File: src/rtl/i2cs_pkg.sv
// i2cs_pkg: register map, field positions and types of the i2c target
package i2cs_pkg;
  // ===========================================================
  // register byte offsets
  localparam logic [7:0] OFF_CTRL = 8'h00;
  localparam logic [7:0] OFF_EN = 8'h04;
  localparam logic [7:0] OFF_ADDR = 8'h08;
  localparam logic [7:0] OFF_DATA = 8'h0C;
  localparam logic [7:0] OFF_RAW = 8'h10;
  localparam logic [7:0] OFF_MASK = 8'h14;
  localparam logic [7:0] OFF_MSTAT = 8'h18;
  localparam logic [7:0] OFF_CLR_RD = 8'h1C;
  localparam logic [7:0] OFF_CLR_ABRT = 8'h20;
  localparam logic [7:0] OFF_CLR_OVER = 8'h24;
  localparam logic [7:0] OFF_STAT = 8'h28;
  localparam logic [7:0] OFF_RXTL = 8'h2C;
  // ===========================================================
  // field positions
  localparam int CTRL_ROLE = 0;
  localparam int CTRL_10B = 3;
  localparam int CTRL_OFF = 6;
  localparam int CMD_BIT = 8;
  localparam int RAW_RXOVER = 1;
  localparam int RAW_RXFULL = 2;
  localparam int RAW_RDREQ = 5;
  localparam int RAW_ABRT = 6;
  localparam int STAT_TFE = 2;
  localparam int STAT_RECEIVE_NOT_EMPTY_BIT = 3;
  // ===========================================================
  // reset values and constants
  localparam logic [6:0] CTRL_RST = 7'h00;
  localparam logic [9:0] ADDR_RST = 10'h055;
  localparam logic [6:0] MASK_RST = 7'h00;
  localparam logic [4:0] HDR10 = 5'h1E;
  localparam logic [3:0] NB_BYTE = 4'h8;
  // ===========================================================
  // types
  typedef enum logic [3:0] {
    ST_IDLE, ST_ADDR, ST_ADDR2, ST_ACK, ST_RX,
    ST_TX_WAIT, ST_TX, ST_TX_ACK, ST_SKIP
  } i2cs_state_e;
  typedef struct packed {
    logic scl;
    logic sda;
  } i2cs_line_s;
endpackage : i2cs_pkg

File: src/rtl/i2cs_slave.sv
// i2cs_slave: apb-programmed i2c target engine with tx and rx fifos
// Behaviour
// software disables before reconfiguring, then enables
// answer the programmed 10-bit own address
// own address resets to 0x55
// control bit 3 picks 7 or 10-bit addressing
// target only when bit 6 and bit 0 zero
// own width independent of master width
// line synchronisers reset to one
// software enables target after lines settle
// ack read address, become transmitter
// read sets raw bit 5 regardless of mask
// software polls raw status when masked
// stale tx data at read: abort, flush
// abort holds tx flushed until clear read
// software writes data with command bit 0
// software clears request and abort flags
// master ends byte with restart or stop
// write address: receive bytes into rx fifo
// full rx: drop byte, still ack, overflow
// rx threshold sets bit 2, not-empty status
// software reads bytes from data bits 7:0
// ack with empty fifo: request again, wait
// keep sending while acked and data left
// nack with leftover bytes: discard, abort
// fsm flush flag clears the tx fifo
// never enable master and target together
// stretch scl while awaiting transmit data
//
// The placing of the registers and the APB register port are this design's own decisions.
module i2cs_slave
  import i2cs_pkg::*;
#(
  parameter int DEPTH = 64,
  parameter int AW = 6
)
(
  input wire logic pclk,
  input wire logic presetn,
  input wire logic psel,
  input wire logic penable,
  input wire logic pwrite,
  input wire logic [7:0] paddr,
  input wire logic [31:0] pwdata,
  output logic [31:0] prdata,
  output logic pready,
  output logic pslverr,
  input wire logic scl_i,
  input wire logic sda_i,
  output logic scl_o,
  output logic scl_oe,
  output logic sda_o,
  output logic sda_oe
);
  localparam logic [AW:0] FULL = (AW+1)'(DEPTH);
  // ===========================================================
  // line synchronisers and condition detect
  i2cs_line_s s1_q, s2_q, s3_q;
  logic scl_rise, scl_fall, start_det, stop_det;
  always_ff @(posedge pclk or negedge presetn)
  begin
    if (!presetn)
    begin
      s1_q <= '1;
      s2_q <= '1;
      s3_q <= '1;
    end
    else
    begin
      s1_q <= '{scl: scl_i, sda: sda_i};
      s2_q <= s1_q;
      s3_q <= s2_q;
    end
  end
  assign scl_rise = s2_q.scl & ~s3_q.scl;
  assign scl_fall = ~s2_q.scl & s3_q.scl;
  assign start_det = s2_q.scl & s3_q.scl & s3_q.sda & ~s2_q.sda;
  assign stop_det = s2_q.scl & s3_q.scl & ~s3_q.sda & s2_q.sda;
  // ===========================================================
  // apb decode and configuration registers
  logic [6:0] ctrl_q, mask_q, raw;
  logic en_q, active, wr, rd_acc, hit, addr_wr_q;
  logic [9:0] addr_q;
  logic [AW-1:0] rxtl_q;
  assign wr = psel & penable & pwrite;
  assign rd_acc = psel & penable & ~pwrite;
  // target only with both role bits low and enabled
  assign active = en_q & ~ctrl_q[CTRL_OFF] & ~ctrl_q[CTRL_ROLE];
  assign pready = 1'b1;
  assign pslverr = psel & penable & ~hit;
  always_comb
  begin
    hit = 1'b1;
    if (paddr == OFF_CTRL || paddr == OFF_EN || paddr == OFF_ADDR)
      hit = 1'b1;
    else if (paddr == OFF_DATA || paddr == OFF_RAW || paddr == OFF_MASK)
      hit = 1'b1;
    else if (paddr == OFF_MSTAT || paddr == OFF_CLR_RD)
      hit = 1'b1;
    else if (paddr == OFF_CLR_ABRT || paddr == OFF_CLR_OVER)
      hit = 1'b1;
    else if (paddr == OFF_STAT || paddr == OFF_RXTL)
      hit = 1'b1;
    else
      hit = 1'b0;
  end
  // writable configuration
  always_ff @(posedge pclk or negedge presetn)
  begin
    if (!presetn)
    begin
      ctrl_q <= CTRL_RST;
      en_q <= 1'b0;
      addr_q <= ADDR_RST;
      mask_q <= MASK_RST;
      rxtl_q <= '0;
      addr_wr_q <= 1'b0;
    end
    else if (wr)
    begin
      if (paddr == OFF_CTRL)
        ctrl_q <= pwdata[6:0];
      else if (paddr == OFF_EN)
        en_q <= pwdata[0];
      else if (paddr == OFF_ADDR)
      begin
        addr_q <= pwdata[9:0];
        addr_wr_q <= 1'b1;
      end
      else if (paddr == OFF_MASK)
        mask_q <= pwdata[6:0];
      else if (paddr == OFF_RXTL)
        rxtl_q <= pwdata[AW-1:0];
    end
  end
  // ===========================================================
  // fifos
  logic [7:0] txm [DEPTH];
  logic [7:0] rxm [DEPTH];
  logic [AW-1:0] tx_wp, tx_rp, rx_wp, rx_rp;
  logic [AW:0] tx_cnt, rx_cnt;
  logic tx_push, tx_pop, tx_flush, rx_pop, rx_push;
  logic flush_q, abort_q, rxp_q;
  logic [7:0] rxb_q;
  // writes refused while abort stands; command bit must be 0
  assign tx_push = wr & (paddr == OFF_DATA) & ~pwdata[CMD_BIT]
    & ~abort_q & (tx_cnt != FULL) & active;
  assign tx_flush = flush_q | abort_q | ~active;
  assign rx_pop = rd_acc & (paddr == OFF_DATA) & (rx_cnt != '0);
  assign rx_push = rxp_q & (rx_cnt != FULL);
  always_ff @(posedge pclk or negedge presetn)
  begin
    if (!presetn)
    begin
      tx_wp <= '0;
      tx_rp <= '0;
      tx_cnt <= '0;
    end
    else if (tx_flush)
    begin
      tx_wp <= '0;
      tx_rp <= '0;
      tx_cnt <= '0;
    end
    else
    begin
      tx_wp <= tx_wp + AW'(tx_push);
      tx_rp <= tx_rp + AW'(tx_pop);
      tx_cnt <= tx_cnt + (AW+1)'(tx_push) - (AW+1)'(tx_pop);
    end
  end
  always_ff @(posedge pclk or negedge presetn)
  begin
    if (!presetn)
    begin
      rx_wp <= '0;
      rx_rp <= '0;
      rx_cnt <= '0;
    end
    else if (!active)
    begin
      rx_wp <= '0;
      rx_rp <= '0;
      rx_cnt <= '0;
    end
    else
    begin
      rx_wp <= rx_wp + AW'(rx_push);
      rx_rp <= rx_rp + AW'(rx_pop);
      rx_cnt <= rx_cnt + (AW+1)'(rx_push) - (AW+1)'(rx_pop);
    end
  end
  // storage arrays
  always_ff @(posedge pclk)
  begin
    if (tx_push)
      txm[tx_wp] <= pwdata[7:0];
    if (rx_push)
      rxm[rx_wp] <= rxb_q;
  end
  // ===========================================================
  // target state machine
  i2cs_state_e st_q, nx_q;
  logic [3:0] nb_q;
  logic [7:0] sh_q;
  logic m10_q, ev_rd_q;
  wire [7:0] sh_in = {sh_q[6:0], s2_q.sda};
  assign tx_pop = (st_q == ST_TX_WAIT) & (tx_cnt != '0) & ~tx_flush;
  always_ff @(posedge pclk or negedge presetn)
  begin
    if (!presetn)
    begin
      st_q <= ST_IDLE;
      nx_q <= ST_IDLE;
      nb_q <= '0;
      sh_q <= '0;
      m10_q <= 1'b0;
      ev_rd_q <= 1'b0;
      flush_q <= 1'b0;
      rxp_q <= 1'b0;
      rxb_q <= '0;
    end
    else
    begin
      ev_rd_q <= 1'b0;
      flush_q <= 1'b0;
      rxp_q <= 1'b0;
      if (!active)
      begin
        st_q <= ST_IDLE;
        m10_q <= 1'b0;
      end
      else if (start_det)
      begin
        st_q <= ST_ADDR;
        nb_q <= '0;
      end
      else if (stop_det)
      begin
        st_q <= ST_IDLE;
        m10_q <= 1'b0;
      end
      else
      begin
        case (st_q)
          ST_ADDR, ST_ADDR2, ST_RX:
          begin
            if (scl_rise)
            begin
              sh_q <= sh_in;
              nb_q <= nb_q + 4'h1;
            end
            else if (scl_fall && nb_q == NB_BYTE)
            begin
              nb_q <= '0;
              st_q <= ST_ACK;
              if (st_q == ST_RX)
              begin
                rxp_q <= 1'b1;
                rxb_q <= sh_q;
                nx_q <= ST_RX;
              end
              else if (st_q == ST_ADDR2)
              begin
                m10_q <= (sh_q == addr_q[7:0]);
                nx_q <= ST_RX;
                if (sh_q != addr_q[7:0])
                  st_q <= ST_SKIP;
              end
              // own width only, whatever the master uses
              else if (!ctrl_q[CTRL_10B])
              begin
                nx_q <= sh_q[0] ? ST_TX_WAIT : ST_RX;
                if (sh_q[7:1] != addr_q[6:0])
                  st_q <= ST_SKIP;
              end
              else
              begin
                nx_q <= sh_q[0] ? ST_TX_WAIT : ST_ADDR2;
                if (sh_q[7:3] != HDR10 || sh_q[2:1] != addr_q[9:8]
                  || (sh_q[0] && !m10_q))
                  st_q <= ST_SKIP;
              end
            end
          end
          ST_ACK:
          begin
            if (scl_fall)
            begin
              st_q <= nx_q;
              if (nx_q == ST_TX_WAIT)
              begin
                ev_rd_q <= 1'b1;
                flush_q <= (tx_cnt != '0);
              end
            end
          end
          ST_TX_WAIT:
          begin
            if (tx_pop)
            begin
              sh_q <= txm[tx_rp];
              nb_q <= '0;
              st_q <= ST_TX;
            end
          end
          ST_TX:
          begin
            if (scl_fall)
            begin
              sh_q <= {sh_q[6:0], 1'b1};
              nb_q <= nb_q + 4'h1;
              if (nb_q == 4'h7)
              begin
                nb_q <= '0;
                st_q <= ST_TX_ACK;
              end
            end
          end
          ST_TX_ACK:
          begin
            if (scl_rise && s2_q.sda)
            begin
              st_q <= ST_SKIP;
              flush_q <= (tx_cnt != '0);
            end
            else if (scl_rise)
              nb_q <= 4'h1;
            else if (scl_fall && nb_q == 4'h1)
            begin
              st_q <= ST_TX_WAIT;
              ev_rd_q <= (tx_cnt == '0);
            end
          end
          default:
            st_q <= st_q;
        endcase
      end
    end
  end
  // open-drain drive: ack, data zeros, clock stretch
  assign sda_oe = (st_q == ST_ACK) | ((st_q == ST_TX) & ~sh_q[7]);
  assign scl_oe = (st_q == ST_TX_WAIT);
  assign sda_o = 1'b0;
  assign scl_o = 1'b0;
  // ===========================================================
  // raw event flags, set wins over clear
  logic rd_req_q, rx_over_q, clr_rd, clr_abrt, clr_over;
  assign clr_rd = rd_acc & (paddr == OFF_CLR_RD);
  assign clr_abrt = rd_acc & (paddr == OFF_CLR_ABRT);
  assign clr_over = rd_acc & (paddr == OFF_CLR_OVER);
  always_ff @(posedge pclk or negedge presetn)
  begin
    if (!presetn)
    begin
      rd_req_q <= 1'b0;
      abort_q <= 1'b0;
      rx_over_q <= 1'b0;
    end
    else
    begin
      rd_req_q <= ev_rd_q | (rd_req_q & ~clr_rd);
      abort_q <= flush_q | (abort_q & ~clr_abrt);
      rx_over_q <= (rxp_q & ~rx_push) | (rx_over_q & ~clr_over);
    end
  end
  always_comb
  begin
    raw = '0;
    raw[RAW_ABRT] = abort_q;
    raw[RAW_RDREQ] = rd_req_q;
    raw[RAW_RXFULL] = rx_cnt > {1'b0, rxtl_q};
    raw[RAW_RXOVER] = rx_over_q;
  end
  // ===========================================================
  // read data, captured in the setup phase
  always_ff @(posedge pclk or negedge presetn)
  begin
    if (!presetn)
      prdata <= '0;
    else if (psel && !penable && !pwrite)
    begin
      prdata <= '0;
      if (paddr == OFF_CTRL)
        prdata[6:0] <= ctrl_q;
      else if (paddr == OFF_EN)
        prdata[0] <= en_q;
      else if (paddr == OFF_ADDR)
        prdata[9:0] <= addr_q;
      else if (paddr == OFF_DATA)
        prdata[7:0] <= (rx_cnt != '0) ? rxm[rx_rp] : 8'h00;
      else if (paddr == OFF_RAW)
        prdata[6:0] <= raw;
      else if (paddr == OFF_MASK)
        prdata[6:0] <= mask_q;
      else if (paddr == OFF_MSTAT)
        prdata[6:0] <= raw & mask_q;
      else if (paddr == OFF_CLR_RD)
        prdata[0] <= rd_req_q;
      else if (paddr == OFF_CLR_ABRT)
        prdata[0] <= abort_q;
      else if (paddr == OFF_CLR_OVER)
        prdata[0] <= rx_over_q;
      else if (paddr == OFF_STAT)
      begin
        prdata[STAT_RECEIVE_NOT_EMPTY_BIT] <= (rx_cnt != '0);
        prdata[STAT_TFE] <= (tx_cnt == '0);
      end
      else if (paddr == OFF_RXTL)
        prdata[AW-1:0] <= rxtl_q;
    end
  end
  // ===========================================================
  // assertions
  property p_sync_follow;
    @(posedge pclk) disable iff (!presetn)
    s2_q.scl == $past(scl_i, 2);
  endproperty
  a_sync_follow: assert property (p_sync_follow)
    else $error("scl synchroniser does not follow pin");
  property p_addr_rst;
    @(posedge pclk) disable iff (!presetn)
    !addr_wr_q |-> addr_q == ADDR_RST;
  endproperty
  a_addr_rst: assert property (p_addr_rst)
    else $error("own address lost reset value");
  property p_rd_req;
    @(posedge pclk) disable iff (!presetn)
    ev_rd_q |=> rd_req_q;
  endproperty
  a_rd_req: assert property (p_rd_req)
    else $error("read request raw flag not set");
  property p_stale_flush;
    @(posedge pclk) disable iff (!presetn)
    flush_q |=> abort_q && tx_cnt == '0;
  endproperty
  a_stale_flush: assert property (p_stale_flush)
    else $error("flush did not abort and empty tx fifo");
  property p_abort_hold;
    @(posedge pclk) disable iff (!presetn)
    abort_q && !clr_abrt |=> abort_q && tx_cnt == '0;
  endproperty
  a_abort_hold: assert property (p_abort_hold)
    else $error("tx fifo accepted data during abort");
  property p_stretch;
    @(posedge pclk) disable iff (!presetn)
    st_q == ST_TX_WAIT && tx_cnt == '0 |-> scl_oe;
  endproperty
  a_stretch: assert property (p_stretch)
    else $error("scl not stretched while waiting");
  property p_overflow;
    @(posedge pclk) disable iff (!presetn)
    rxp_q && rx_cnt == FULL && active
      |=> rx_over_q && $stable(rx_cnt) ##0 st_q == ST_ACK;
  endproperty
  a_overflow: assert property (p_overflow)
    else $error("full rx fifo not flagged or byte nacked");
  property p_inactive;
    @(posedge pclk) disable iff (!presetn)
    !active |=> st_q == ST_IDLE && !sda_oe && !scl_oe;
  endproperty
  a_inactive: assert property (p_inactive)
    else $error("target engine active while disabled");
  property p_ack_drive;
    @(posedge pclk) disable iff (!presetn)
    st_q == ST_ACK |-> sda_oe;
  endproperty
  a_ack_drive: assert property (p_ack_drive)
    else $error("address or data not acknowledged");
  c_read: cover property (@(posedge pclk) ev_rd_q ##[1:1000] tx_pop);
  c_write: cover property (@(posedge pclk) rx_push);
  c_abort: cover property (@(posedge pclk) flush_q);
endmodule : i2cs_slave

File: config.mk
export PLATFORM = sky130hd
export DESIGN_NAME = i2cs_slave
export DESIGN_NICKNAME = d
export VERILOG_FILES = /design/src/rtl/i2cs_pkg.sv /design/src/rtl/i2cs_slave.sv
export SDC_FILE = /design/constraint.sdc
export NUM_CORES = 1
export LEC_CHECK = 0
export ABC_AREA = 1
export ABC_CLOCK_PERIOD_IN_PS = 9070
export BUFFER_PORTS_ARGS = -buffer_cell sky130_fd_sc_hd__buf_2
export CORE_MARGIN = 3
export CORE_UTILIZATION = 25
export CTS_BUF_LIST = sky130_fd_sc_hd__clkbuf_8
export DETAILED_ROUTE_END_ITERATION = 10
export PLACE_DENSITY_LB_ADDON = 0.05
export SKIP_LAST_GASP = 1
export SYNTH_ARGS = -nofsm -noshare
export SYNTH_HDL_FRONTEND = slang
export SYNTH_SLANG_ARGS = --single-unit
File: constraint.sdc
create_clock -name pclk -period 9.07 [get_ports pclk]
set_input_delay 1.3605 -clock pclk [delete_from_list [all_inputs] [get_ports pclk]]
set_output_delay 1.3605 -clock pclk [all_outputs]
set_load 0.01 [all_outputs]
==> run_results.csv, run 1 <==
group,metric,value,unit
pwr,ir_drop,0.109,mV
layout,drive_above_1_share,9.29,%
floorplanning,ios,85,
pwr,power_switching,2.39,mW
layout,areaGrowthSynthToFinish,13.5,%
pwr,netSwitchingFraction,23.1,%
setup_path,cp.arrival,5.06,ns
pwr,p_per_area,190,nW/um^2
pwr,power_frac_seq,55.2,%
layout,layout.nets,4386,
clock_tree,cts_buffer_depth,3,
clock_tree,cts_setup_buffers,0,
clock_tree,cts_hold_repair.buffers,0,
global_route,groute.usage.overall,15.5,%
worst_hold_path,hold_path.class,"flip-flop to flip-flop",
drt,first_pass_iters,5,
clock_tree,cts_tree,"done",
drt,wl_met2,76.2,mm
timing,worstMarginPinSlew,1.01,ns
timing,rsz0062_at_grt,"false",
setup_path,r2r-start,"rx_rp[0]",
synth,synth_seq_cells,1143,
drt,detail_route.iter0.violations,1727,
synth,yosysWarnings,0,
pwr,p_int,7.97,mW
global_route,antenna_found_initial,3,
placed_design,gp_congestion,0.754,
timing,fin_crit_sh,46.8,%
setup_path,crit_fanout,8,
clock_tree,cts.sinks,1143,
global_route,grt_start_max_net_pins,138,
synth,synth_area_leaders,"edfxtp_1 (64%), nand2_1 (8.5%), dfrtp_1 (5.7%)",
placed_design,place_area,50800,um^2
floorplanning,rows,160,
clock_tree,cts_buffers,213,
global_route,grt_pass1_wl,226,mm
setup_path,crit_chain,"buf_2 > inv_1 > nand2_1 > nor2_2 > nand2_1 > nor2_2 > inv_1 > nor2_1 > inv_1 > nor2_1 > ha_1 > inv_1 > ha_1 > inv_1 > fa_1 > inv_1 > a21oi_1 > nor2_1 > nor2_1 > nor2_1 > nor2_1 > o21bai_1 > o21ai_0 > a21oi_1",
timing,postLayoutSetupSlackWorst,4.83,ns
synth,synth_cell_type_count,51,
synth,synth.most_common_cell,"nand2_1",
synth,ys_seq_area_share,70.1,%
timing,tns,0,ns
run_status,status,"completed",
clock_tree,htree_levels,4,
synth,synth_common_cells,"nand2_1 (1091), edfxtp_1 (1024), nor2_1 (423), nand3_1 (338), o21ai_0 (251)",
clock_tree,cts_resized,0,
synth,syn_avg_cell_area,11.4,um^2
drt,wl_met1,71.8,mm
synth,synth_top_cell_by_area,"edfxtp_1",
job,cap_viol_max_count,0,
setup_path,crit_start,"paddr[0]",
setup_path,slowest_delay,0.57,ns
timing,finalHoldViolCount,0,
drt,drc,0,
pwr,p_leak,18.7,nW
synth,synth_edf_count,1024,
timing,report.final.setup_viol,0,
worst_hold_path,hp-start,"s1_q[1]",
global_route,grt_remaining_overflow,0,
clock_tree,clock_latency,0.93,ns
layout,fillers,19900,
drt,drtAntennaViolNets,0,
setup_path,path_delay_family,"simple AND/OR/NAND/NOR gates",
placed_design,portBuffers,37,
setup_path,cp-end-kind,"flip-flop",
drt,met3WireLength,4.65,mm
drt,wl_per_cell,22.3,um
pwr,p_clk_share,43.7,%
drt,drt-vias-per-instance,4.44,
floorplanning,dieWidth,445,um
floorplanning,die-area,198000,um^2
clock_tree,path_clk_slew,0.06,ns
timing,relSlewSlack,32.6,%
synth,syn_inst,4210,
setup_path,crit_type,"input port to flip-flop",
setup_path,worstPathRequired,9.88,ns
drt,wl,156,mm
drt,dr_total_vias,31000,
clock_tree,cts.root.buffer_cell,"clkbuf_8",
placed_design,dp_hpwl,89.6,mm
timing,fmax,0.236,GHz
timing,drv_slew,0,
synth,ys_async_sr_fraction,10.4,%
floorplanning,coreArea,191000,um^2
layout,final_area,54600,um^2
synth,synthFlopType,"edfxtp_1",
timing,holdWs,0.354,ns
pwr,power_frac_comb,1.2,%
timing,skew,0.0533,ns
timing,min_period,4.24,ns
setup_path,cpMaxStageDelayCell,"nor2_1",
floorplanning,start_util,25.2,%
synth,yosysTopAreaCellShare,63.9,%
drt,maxUsedRoutingLayer,"met4",
setup_path,cp-start-kind,"input port",
synth,synth_area,48100,um^2
placed_design,dp_slack,3.98,ns
setup_path,critPathBufInv,7,
floorplanning,dieHeight,445,um
global_route,grt_pass1_vias,31700,
==> layer usage <==
layer	vias up	track usage [%]
li1	14900	-
met1	15400	20.7
met2	486	26.3
met3	229	2.44
met4	0	4.00
met5	-	0
==> state kept, by name (all words and copies together), names as in the netlist, 6 cells and up <==
signal and flops:
prdata 10, ctrl_q 7, tx_rp 6, rx_cnt 7, tx_wp 6, rxb_q 8
sh_q 8, addr_q 10, rxtl_q 6, rx_wp 6, tx_cnt 7, rx_rp 6
mask_q 7, txm 512, rxm 512
==> placed cells by master, fill, tap and decap left out, types with 9 or more instances in the layout <==
| master | n |
|---|---|
| conb_1 | 25 |
| dfstp_2 | 10 |
| clkinv_2 | 17 |
| ha_1 | 35 |
| edfxtp_1 | 1024 |
| o21ai_1 | 34 |
| nor3_1 | 23 |
| a21oi_1 | 179 |
| clkinv_1 | 59 |
| dfrtp_2 | 9 |
| nand3_1 | 338 |
| o211ai_1 | 28 |
| or2_2 | 10 |
| buf_4 | 53 |
| clkbuf_8 | 216 |
| o22ai_1 | 73 |
| o21ai_0 | 251 |
| nand4_1 | 20 |
| inv_2 | 15 |
| mux2i_1 | 72 |
| inv_1 | 233 |
| dfrtp_1 | 97 |
| nand2_1 | 1089 |
| a21boi_0 | 17 |
| buf_2 | 30 |
| nor2_1 | 423 |
==> power by group through the flow <==
stage | Sequential [mW] | Combinational, mW | Clock (mW)
6_report | 5.72 | 0.120 | 4.53
5_1_grt | 5.71 | 0.135 | 4.97
4_1_cts | 5.72 | 0.126 | 4.74
3_5_place_dp | 5.82 | 0.126 | 0
3_3_place_gp | 5.82 | 0.126 | 0
2_1_floorplan | 5.82 | 0.0418 | 0
==> logic make-up after synthesis <==
logic type	after synthesis	synth area share, %
simple gates	1933	16.5
flops	1143	70.1
compound gates	613	7.00
buf+inv	396	3.68
mux	74	1.54
fa+ha+maj	37	0.993
xor+xnor	12	0.218
other cells	2	0.0156
==> metrics by stage <==
stage                     util [%]  power [mW]  cells
after floorplan                  -        5.86   4233
after global placement        26.6        5.95   6598
after detailed placement      26.6        5.95   6598
after CTS                     28.6        10.6   6989
after global routing          28.6        10.8   6992
final                         28.6        10.4   6995
==> worst reg2reg max path: stages (launching register included) <==
cell and delay (ns):
dfrtp_4 0.83, buf_4 0.67, buf_4 0.76, nand2_1 0.14
nand3_1 0.12, nand3_1 0.14, nand3_1 0.22, nand3_1 0.18
nand3_1 0.27, nand3_1 0.23, nand2_1 0.19, nand2_1 0.11
a21boi_1 0.14
==> area by class of cell <==
cell class              instances  area, um^2  area share [%]
inverters                     165         633            1.16
clock buffers                 216        2970            5.44
well taps                    2511        3140            5.75
clock inverters               175         795            1.45
flip-flops and latches       1143       33800            61.8
diodes                          6        15.0          0.0275
repair buffers                 85         579            1.06
multi-input cells            2694       12700            23.3
==> path summary, 6_finish.rpt <==
path                              to  slack [ns]  cells past startpoint
max                        rx_cnt[6]        4.83                     24
min                          s2_q[1]        0.35                      0
max reg2reg                prdata[3]        4.99                     12
min reg2reg                  s2_q[1]        0.35                      0
max in group asynchronous   tx_rp[0]        7.36                      2
min in group asynchronous  prdata[7]        0.52                      1
Power figures use the tool's default switching activity.
==> run 2, diff against run 1 <==
--- a/config.mk
+++ b/config.mk
@@ -6,7 +6,7 @@
 export NUM_CORES = 1
 export LEC_CHECK = 0
 export ABC_AREA = 1
-export ABC_CLOCK_PERIOD_IN_PS = 9070
+export ABC_CLOCK_PERIOD_IN_PS = 3400
 export BUFFER_PORTS_ARGS = -buffer_cell sky130_fd_sc_hd__buf_2
 export CORE_MARGIN = 3
 export CORE_UTILIZATION = 25
==> constraint.sdc (replaced) <==
create_clock -name pclk -period 3.4 [get_ports pclk]
set_input_delay 0.51 -clock pclk [delete_from_list [all_inputs] [get_ports pclk]]
set_output_delay 0.51 -clock pclk [all_outputs]
set_load 0.01 [all_outputs]
==> run 2 against run 1 <==
Compared with the run above:
- sequential power rose to 2.7 times the previous value
- clock skew down 0.018 ns
- core utilization is 1.2 points higher
- power rose to 2.7 times the previous value
- non-clock buffer count up 235
- clock-buffer cell count rose by 7
- design area increased by 4.1%
- global-route usage rose by 0.42 points
- via count rose by 2.3%
==> run_results.csv, run 2 (synthesis gave the netlist of run 1 again) <==
group,metric,value,unit
run_status,status,"completed",
timing,finalHoldViolCount,0,
global_route,antenna_found_initial,4,
floorplanning,dieHeight,445,um
layout,areaGrowthSynthToFinish,18.1,%
floorplanning,start_util,25.2,%
setup_path,crit_fanout,2,
setup_path,path_delay_family,"adder cells",
worst_hold_path,hold_path.class,"input port to asynchronous set/reset pin",
clock_tree,cts_buffers,210,
placed_design,dp_slack,-0.114,ns
timing,fmax,0.322,GHz
floorplanning,die-area,198000,um^2
drt,first_pass_iters,5,
drt,wl_per_cell,22.1,um
drt,wl,159,mm
global_route,grt_remaining_overflow,0,
setup_path,cp-start-kind,"flip-flop",
global_route,groute.usage.overall,16.0,%
layout,layout_common_cells,"nand2_1 (1089), edfxtp_1 (1024), nor2_1 (419)",
pwr,p_leak,20.0,nW
drt,drc,0,
job,cap_viol_max_count,0,
clock_tree,clock_latency,0.94,ns
setup_path,cp_common_cell,"nor2_1",
setup_path,crit_chain,"inv_1 > ha_4 > nand4_1 > nand4_1 > nor2_1 > buf_4 > inv_2 > ha_1 > inv_1 > ha_2 > inv_2 > fa_2 > inv_2 > a21oi_1 > nor2_1 > nor2_1 > nor2_2 > nor2_1 > o21bai_1 > o21ai_1 > a21oi_1",
floorplanning,rows,160,
setup_path,slowest_delay,0.35,ns
layout,final_area,56800,um^2
drt,dr_total_vias,31800,
clock_tree,cts_buffer_depth,3,
global_route,grt_start_max_net_pins,97,
floorplanning,dieWidth,445,um
timing,fin_crit_sh,91.5,%
clock_tree,cts.sinks,1143,
layout,drive_above_1_share,14.1,%
timing,drv_slew,0,
setup_path,rrSetupSlack,0.29,ns
drt,drt-vias-per-instance,4.40,
timing,postLayoutSetupSlackWorst,0.290,ns
timing,skew,0.0352,ns
floorplanning,ios,85,
setup_path,crit_type,"flip-flop to flip-flop",
placed_design,gp_congestion,0.772,
placed_design,dp_hpwl,99.8,mm
placed_design,portBuffers,37,
setup_path,worstPathRequired,4.26,ns
clock_tree,cts_tree,"done",
pwr,ir_drop,0.319,mV
pwr,p_per_area,490,nW/um^2
layout,final_common_cell,"nand2_1",
timing,min_period,3.11,ns
setup_path,critPathBufInv,6,
setup_path,cp.arrival,3.97,ns
layout,reg_top3,"rxm x512, txm x512",
clock_tree,path_clk_slew,0.06,ns
timing,worstMarginPinSlew,1.02,ns
placed_design,place_area,52800,um^2
timing,report.final.setup_viol,0,
global_route,grt_pass1_wl,232,mm
clock_tree,cts.root.buffer_cell,"clkbuf_8",
clock_tree,htree_levels,4,
drt,drtAntennaViolNets,0,
setup_path,cp-end-kind,"flip-flop",
drt,detail_route.iter0.violations,1926,
layout,layout.nets,4618,
floorplanning,coreArea,191000,um^2
timing,relSlewSlack,31.8,%
setup_path,cpMaxStageDelayCell,"dfrtp_1",
global_route,grt_pass1_vias,32100,
==> run 2: cell count changes in the layout (fill, tap and decap cells not counted), sizes merged <==
cell,change
buf,+224
dlygate4sd3,+11
inv,-9
clkinv,-8
clkbuf,+7
diode,+3
bufinv,+2
==> run 2: through the flow <==
step | cells | utilization [%] | total power [mW] | TNS [ns] | hold WS [ns]
floorplan | 4233 | - | 15.6 | 0 | 0.214
global placement | 6814 | 27.7 | 15.9 | -0.140 | 0.346
detailed placement | 6814 | 27.7 | 15.9 | -0.124 | 0.348
CTS | 7208 | 29.7 | 28.4 | 0 | 0.0204
global route | 7218 | 29.8 | 29.1 | -0.0408 | 0.0475
finish | 7225 | 29.8 | 27.8 | 0 | 0.107
==> run 2: where the power goes <==
| part | switching [mW] | internal (mW) |
|---|---|---|
| Combinational | 0.273 | 0.0894 |
| Clock | 6.00 | 6.24 |
| Sequential | 0.0166 | 15.2 |
==> run 2: what timing repair did <==
action | CTS | global route
buffers inserted | 0 | 8
hold endpoints to repair | 84 | 0
setup endpoints to repair | 0 | 2
resized for setup | 0 | 17
hold buffers | 11 | 0
==> run 2: final cells by class <==
class                   count  area, um^2
fillers                 19800      134000
diodes                      9        22.5
well taps                2511        3140
clock inverters           160         752
repair buffers            320        2700
multi-input cells        2694       12800
inverters                 165         632
flip-flops and latches   1143       33800
clock buffers             223        3070
==> run 2: path summary, 6_finish.rpt <==
kind                            from          to  depth (start not counted)
max reg2reg                tx_cnt[3]   tx_cnt[6]                         21
max                        tx_cnt[3]   tx_cnt[6]                         21
max in group asynchronous    presetn     s1_q[0]                          3
min in group pclk          pwdata[7]  txm[49][7]                          1
min                          presetn   prdata[1]                          2
min reg2reg                  s1_q[1]     s2_q[1]                          0
==> run 2: worst register-to-register path, delay by kind of cell, from the launching register on <==
kind            cells  cell delay, ns
flops               1            0.35
fa+ha+maj           4            0.93
simple gates        7            0.88
buf+inv             6            0.44
compound gates      4            0.45
==> run 2: routing by layer <==
metal	vias to the layer above	wire, um	GRT usage (%)
met1	15600	72900	21.1
met5	-	16	0
met2	517	77200	26.7
met3	246	5280	2.75
met4	2	4020	4.68
li1	15400	-	-
==> run 3, diff against run 2 <==
--- a/config.mk
+++ b/config.mk
@@ -8,11 +8,12 @@
 export ABC_AREA = 1
 export ABC_CLOCK_PERIOD_IN_PS = 3400
 export BUFFER_PORTS_ARGS = -buffer_cell sky130_fd_sc_hd__buf_2
-export CORE_MARGIN = 3
+export CORE_MARGIN = 5
 export CORE_UTILIZATION = 25
 export CTS_BUF_LIST = sky130_fd_sc_hd__clkbuf_8
 export DETAILED_ROUTE_END_ITERATION = 10
 export PLACE_DENSITY_LB_ADDON = 0.05
+export SKIP_CTS_REPAIR_TIMING = 1
 export SKIP_LAST_GASP = 1
 export SYNTH_ARGS = -nofsm -noshare
 export SYNTH_HDL_FRONTEND = slang
==> run 3 against run 2 <==
Compared with the run above:
- worst hold slack lost 0.011 ns
- critical path depth is the same
- largest power group unchanged
- critical path type unchanged
- clock-buffer cell count grew 5
- routed wire length grew 0.30%
- cell count shrank 0.50%
- first-iteration DRC count shrank 5.9%
- largest cell class unchanged
- sequential share of layout area grew 0.32 points
==> run_results.csv, run 3 (synthesis gave the netlist of run 1 again) <==
group,metric,value,unit
global_route,grt_remaining_overflow,0,
pwr,netSwitchingFraction,22.7,%
clock_tree,cts.root.buffer_cell,"clkbuf_8",
floorplanning,start_util,25.1,%
placed_design,dp_hpwl,102,mm
layout,layout.nets,4573,
layout,post-route-util,29.4,%
clock_tree,cts_buffer_depth,3,
job,cap_viol_max_count,0,
setup_path,crit_chain,"inv_1 > ha_1 > nand2_1 > nor2_2 > nor2_2 > inv_1 > nor2_2 > ha_1 > inv_1 > ha_1 > inv_1 > fa_1 > inv_1 > a21oi_1 > nor2_1 > nor2_1 > nor2_1 > nor2_1 > o21bai_1 > o21ai_0 > a21oi_1",
timing,min_period,3.05,ns
setup_path,worstPathRequired,4.24,ns
clock_tree,cts_buffers,210,
drt,detail_route.iter0.violations,1813,
drt,drt-vias-per-instance,4.41,
layout,drive_above_1_share,13.1,%
timing,finalHoldViolCount,0,
pwr,power_frac_seq,55.0,%
timing,fin_crit_sh,89.6,%
timing,relSlewSlack,29.5,%
floorplanning,rows,161,
pwr,power_switching,6.30,mW
timing,report.final.setup_viol,0,
drt,drtAntennaViolNets,0,
setup_path,cp.arrival,3.88,ns
pwr,p_leak,19.8,nW
clock_tree,cts.sinks,1143,
clock_tree,cts_tree,"done",
drt,wl_per_cell,22.2,um
floorplanning,dieWidth,449,um
setup_path,r2r-start,"rx_cnt[4]",
layout,final_area,56500,um^2
layout,fillers,19900,
pwr,p_per_area,491,nW/um^2
clock_tree,path_clk_slew,0.06,ns
timing,worstMarginPinSlew,1.05,ns
setup_path,cp-endpoint,"rx_cnt[6]",
clock_tree,htree_levels,4,
global_route,antenna_found_initial,2,
layout,layout_common_cells,"nand2_1 (1089), edfxtp_1 (1024), nor2_1 (419)",
global_route,groute.usage.overall,15.6,%
layout,reg_top3,"rxm x512, txm x512",
placed_design,place_area,52600,um^2
timing,drv_slew,0,
timing,skew,0.0464,ns
drt,drc,0,
floorplanning,dieHeight,449,um
setup_path,rrSetupSlack,0.35,ns
pwr,p_clk_share,43.7,%
floorplanning,ios,85,
setup_path,worst-r2r-cell-count,21,
worst_hold_path,hold_path.class,"input port to flip-flop",
global_route,grt_start_max_net_pins,90,
setup_path,cp-end-kind,"flip-flop",
clock_tree,clock_latency,0.93,ns
pwr,power_frac_comb,1.4,%
setup_path,crit_fanout,3,
setup_path,cp-start-kind,"flip-flop",
setup_path,crit_start,"rx_cnt[4]",
global_route,grt_pass1_wl,233,mm
pwr,ir_drop,0.326,mV
timing,tns,0,ns
setup_path,cpMaxStageDelayCell,"dfrtp_1",
setup_path,cp_common_cell,"inv_1",
floorplanning,coreArea,192000,um^2
drt,first_pass_iters,4,
drt,wl,160,mm
floorplanning,die-area,201000,um^2
setup_path,crit_type,"flip-flop to flip-flop",
timing,fmax,0.328,GHz
placed_design,gp_congestion,0.760,
layout,final_common_cell,"nand2_1",
timing,rsz0062_at_grt,"true",
placed_design,portBuffers,37,
global_route,grt_pass1_vias,32800,
drt,dr_total_vias,31700,
layout,areaGrowthSynthToFinish,17.4,%
pwr,p_int,21.4,mW
pwr,finalPower,27.7,mW
run_status,status,"completed",
setup_path,slowest_delay,0.40,ns
setup_path,r2r-end,"rx_cnt[6]",
run 3: per-stage QoR:
step	setup WS, ns	std cells	hold WS (ns)
finish	0.354	7189	0.0959
floorplan	0.150	4233	0.214
CTS	0.229	7171	-0.647
global route	-0.00968	7188	-0.00686
detailed placement	-0.0551	6794	0.349
global placement	-0.0998	6794	0.346
run 3: power groups by stage:
stage | Combinational, mW | Clock (mW) | Sequential, mW
CTS | 0.385 | 12.7 | 15.2
finish | 0.376 | 12.1 | 15.2
floorplan | 0.111 | 0 | 15.5
detailed placement | 0.383 | 0 | 15.5
global placement | 0.387 | 0 | 15.5
global route | 0.417 | 13.3 | 15.2
run 3: worst max-delay path, delay by kind of cell (launching register included):
kind            cells  cell delay (ns)
flops               1             0.40
buf+inv             5             0.35
compound gates      4             0.42
fa+ha+maj           4             1.02
simple gates        8             0.78
run 3: worst min path at each step:
stage,from,end,slack (ns),cells after the start
finish,pwdata[7],txm[17][7],0.1,2
global route,pwdata[3],txm[16][3],-0.007,1
CTS,presetn,rd_req_q,-0.65,1
detailed placement,s1_q[0],s2_q[0],0.35,0
global placement,s1_q[0],s2_q[0],0.35,0
floorplan,presetn,abort_q,0.21,0
run 3: layer usage:
layer / track usage, % / part of all wire, % / up-vias
met5: 0 / 0 / -
met4: 4.71 / 2.6 / 0
met3: 2.34 / 2.8 / 247
met2: 26.7 / 49 / 495
met1: 20.4 / 46 / 15700
li1: - / - / 15300
run 3: cell type report:
cell class / count / area (um^2) / area share, %
clock buffer: 228 / 3140 / 5.55
inverter: 165 / 632 / 1.12
clock inverter: 149 / 632 / 1.12
multi-input combinational: 2694 / 12700 / 22.5
tap: 2526 / 3160 / 5.59
antenna: 9 / 22.5 / 0.0398
timing repair buffer: 275 / 2450 / 4.34
sequential: 1143 / 33800 / 59.7
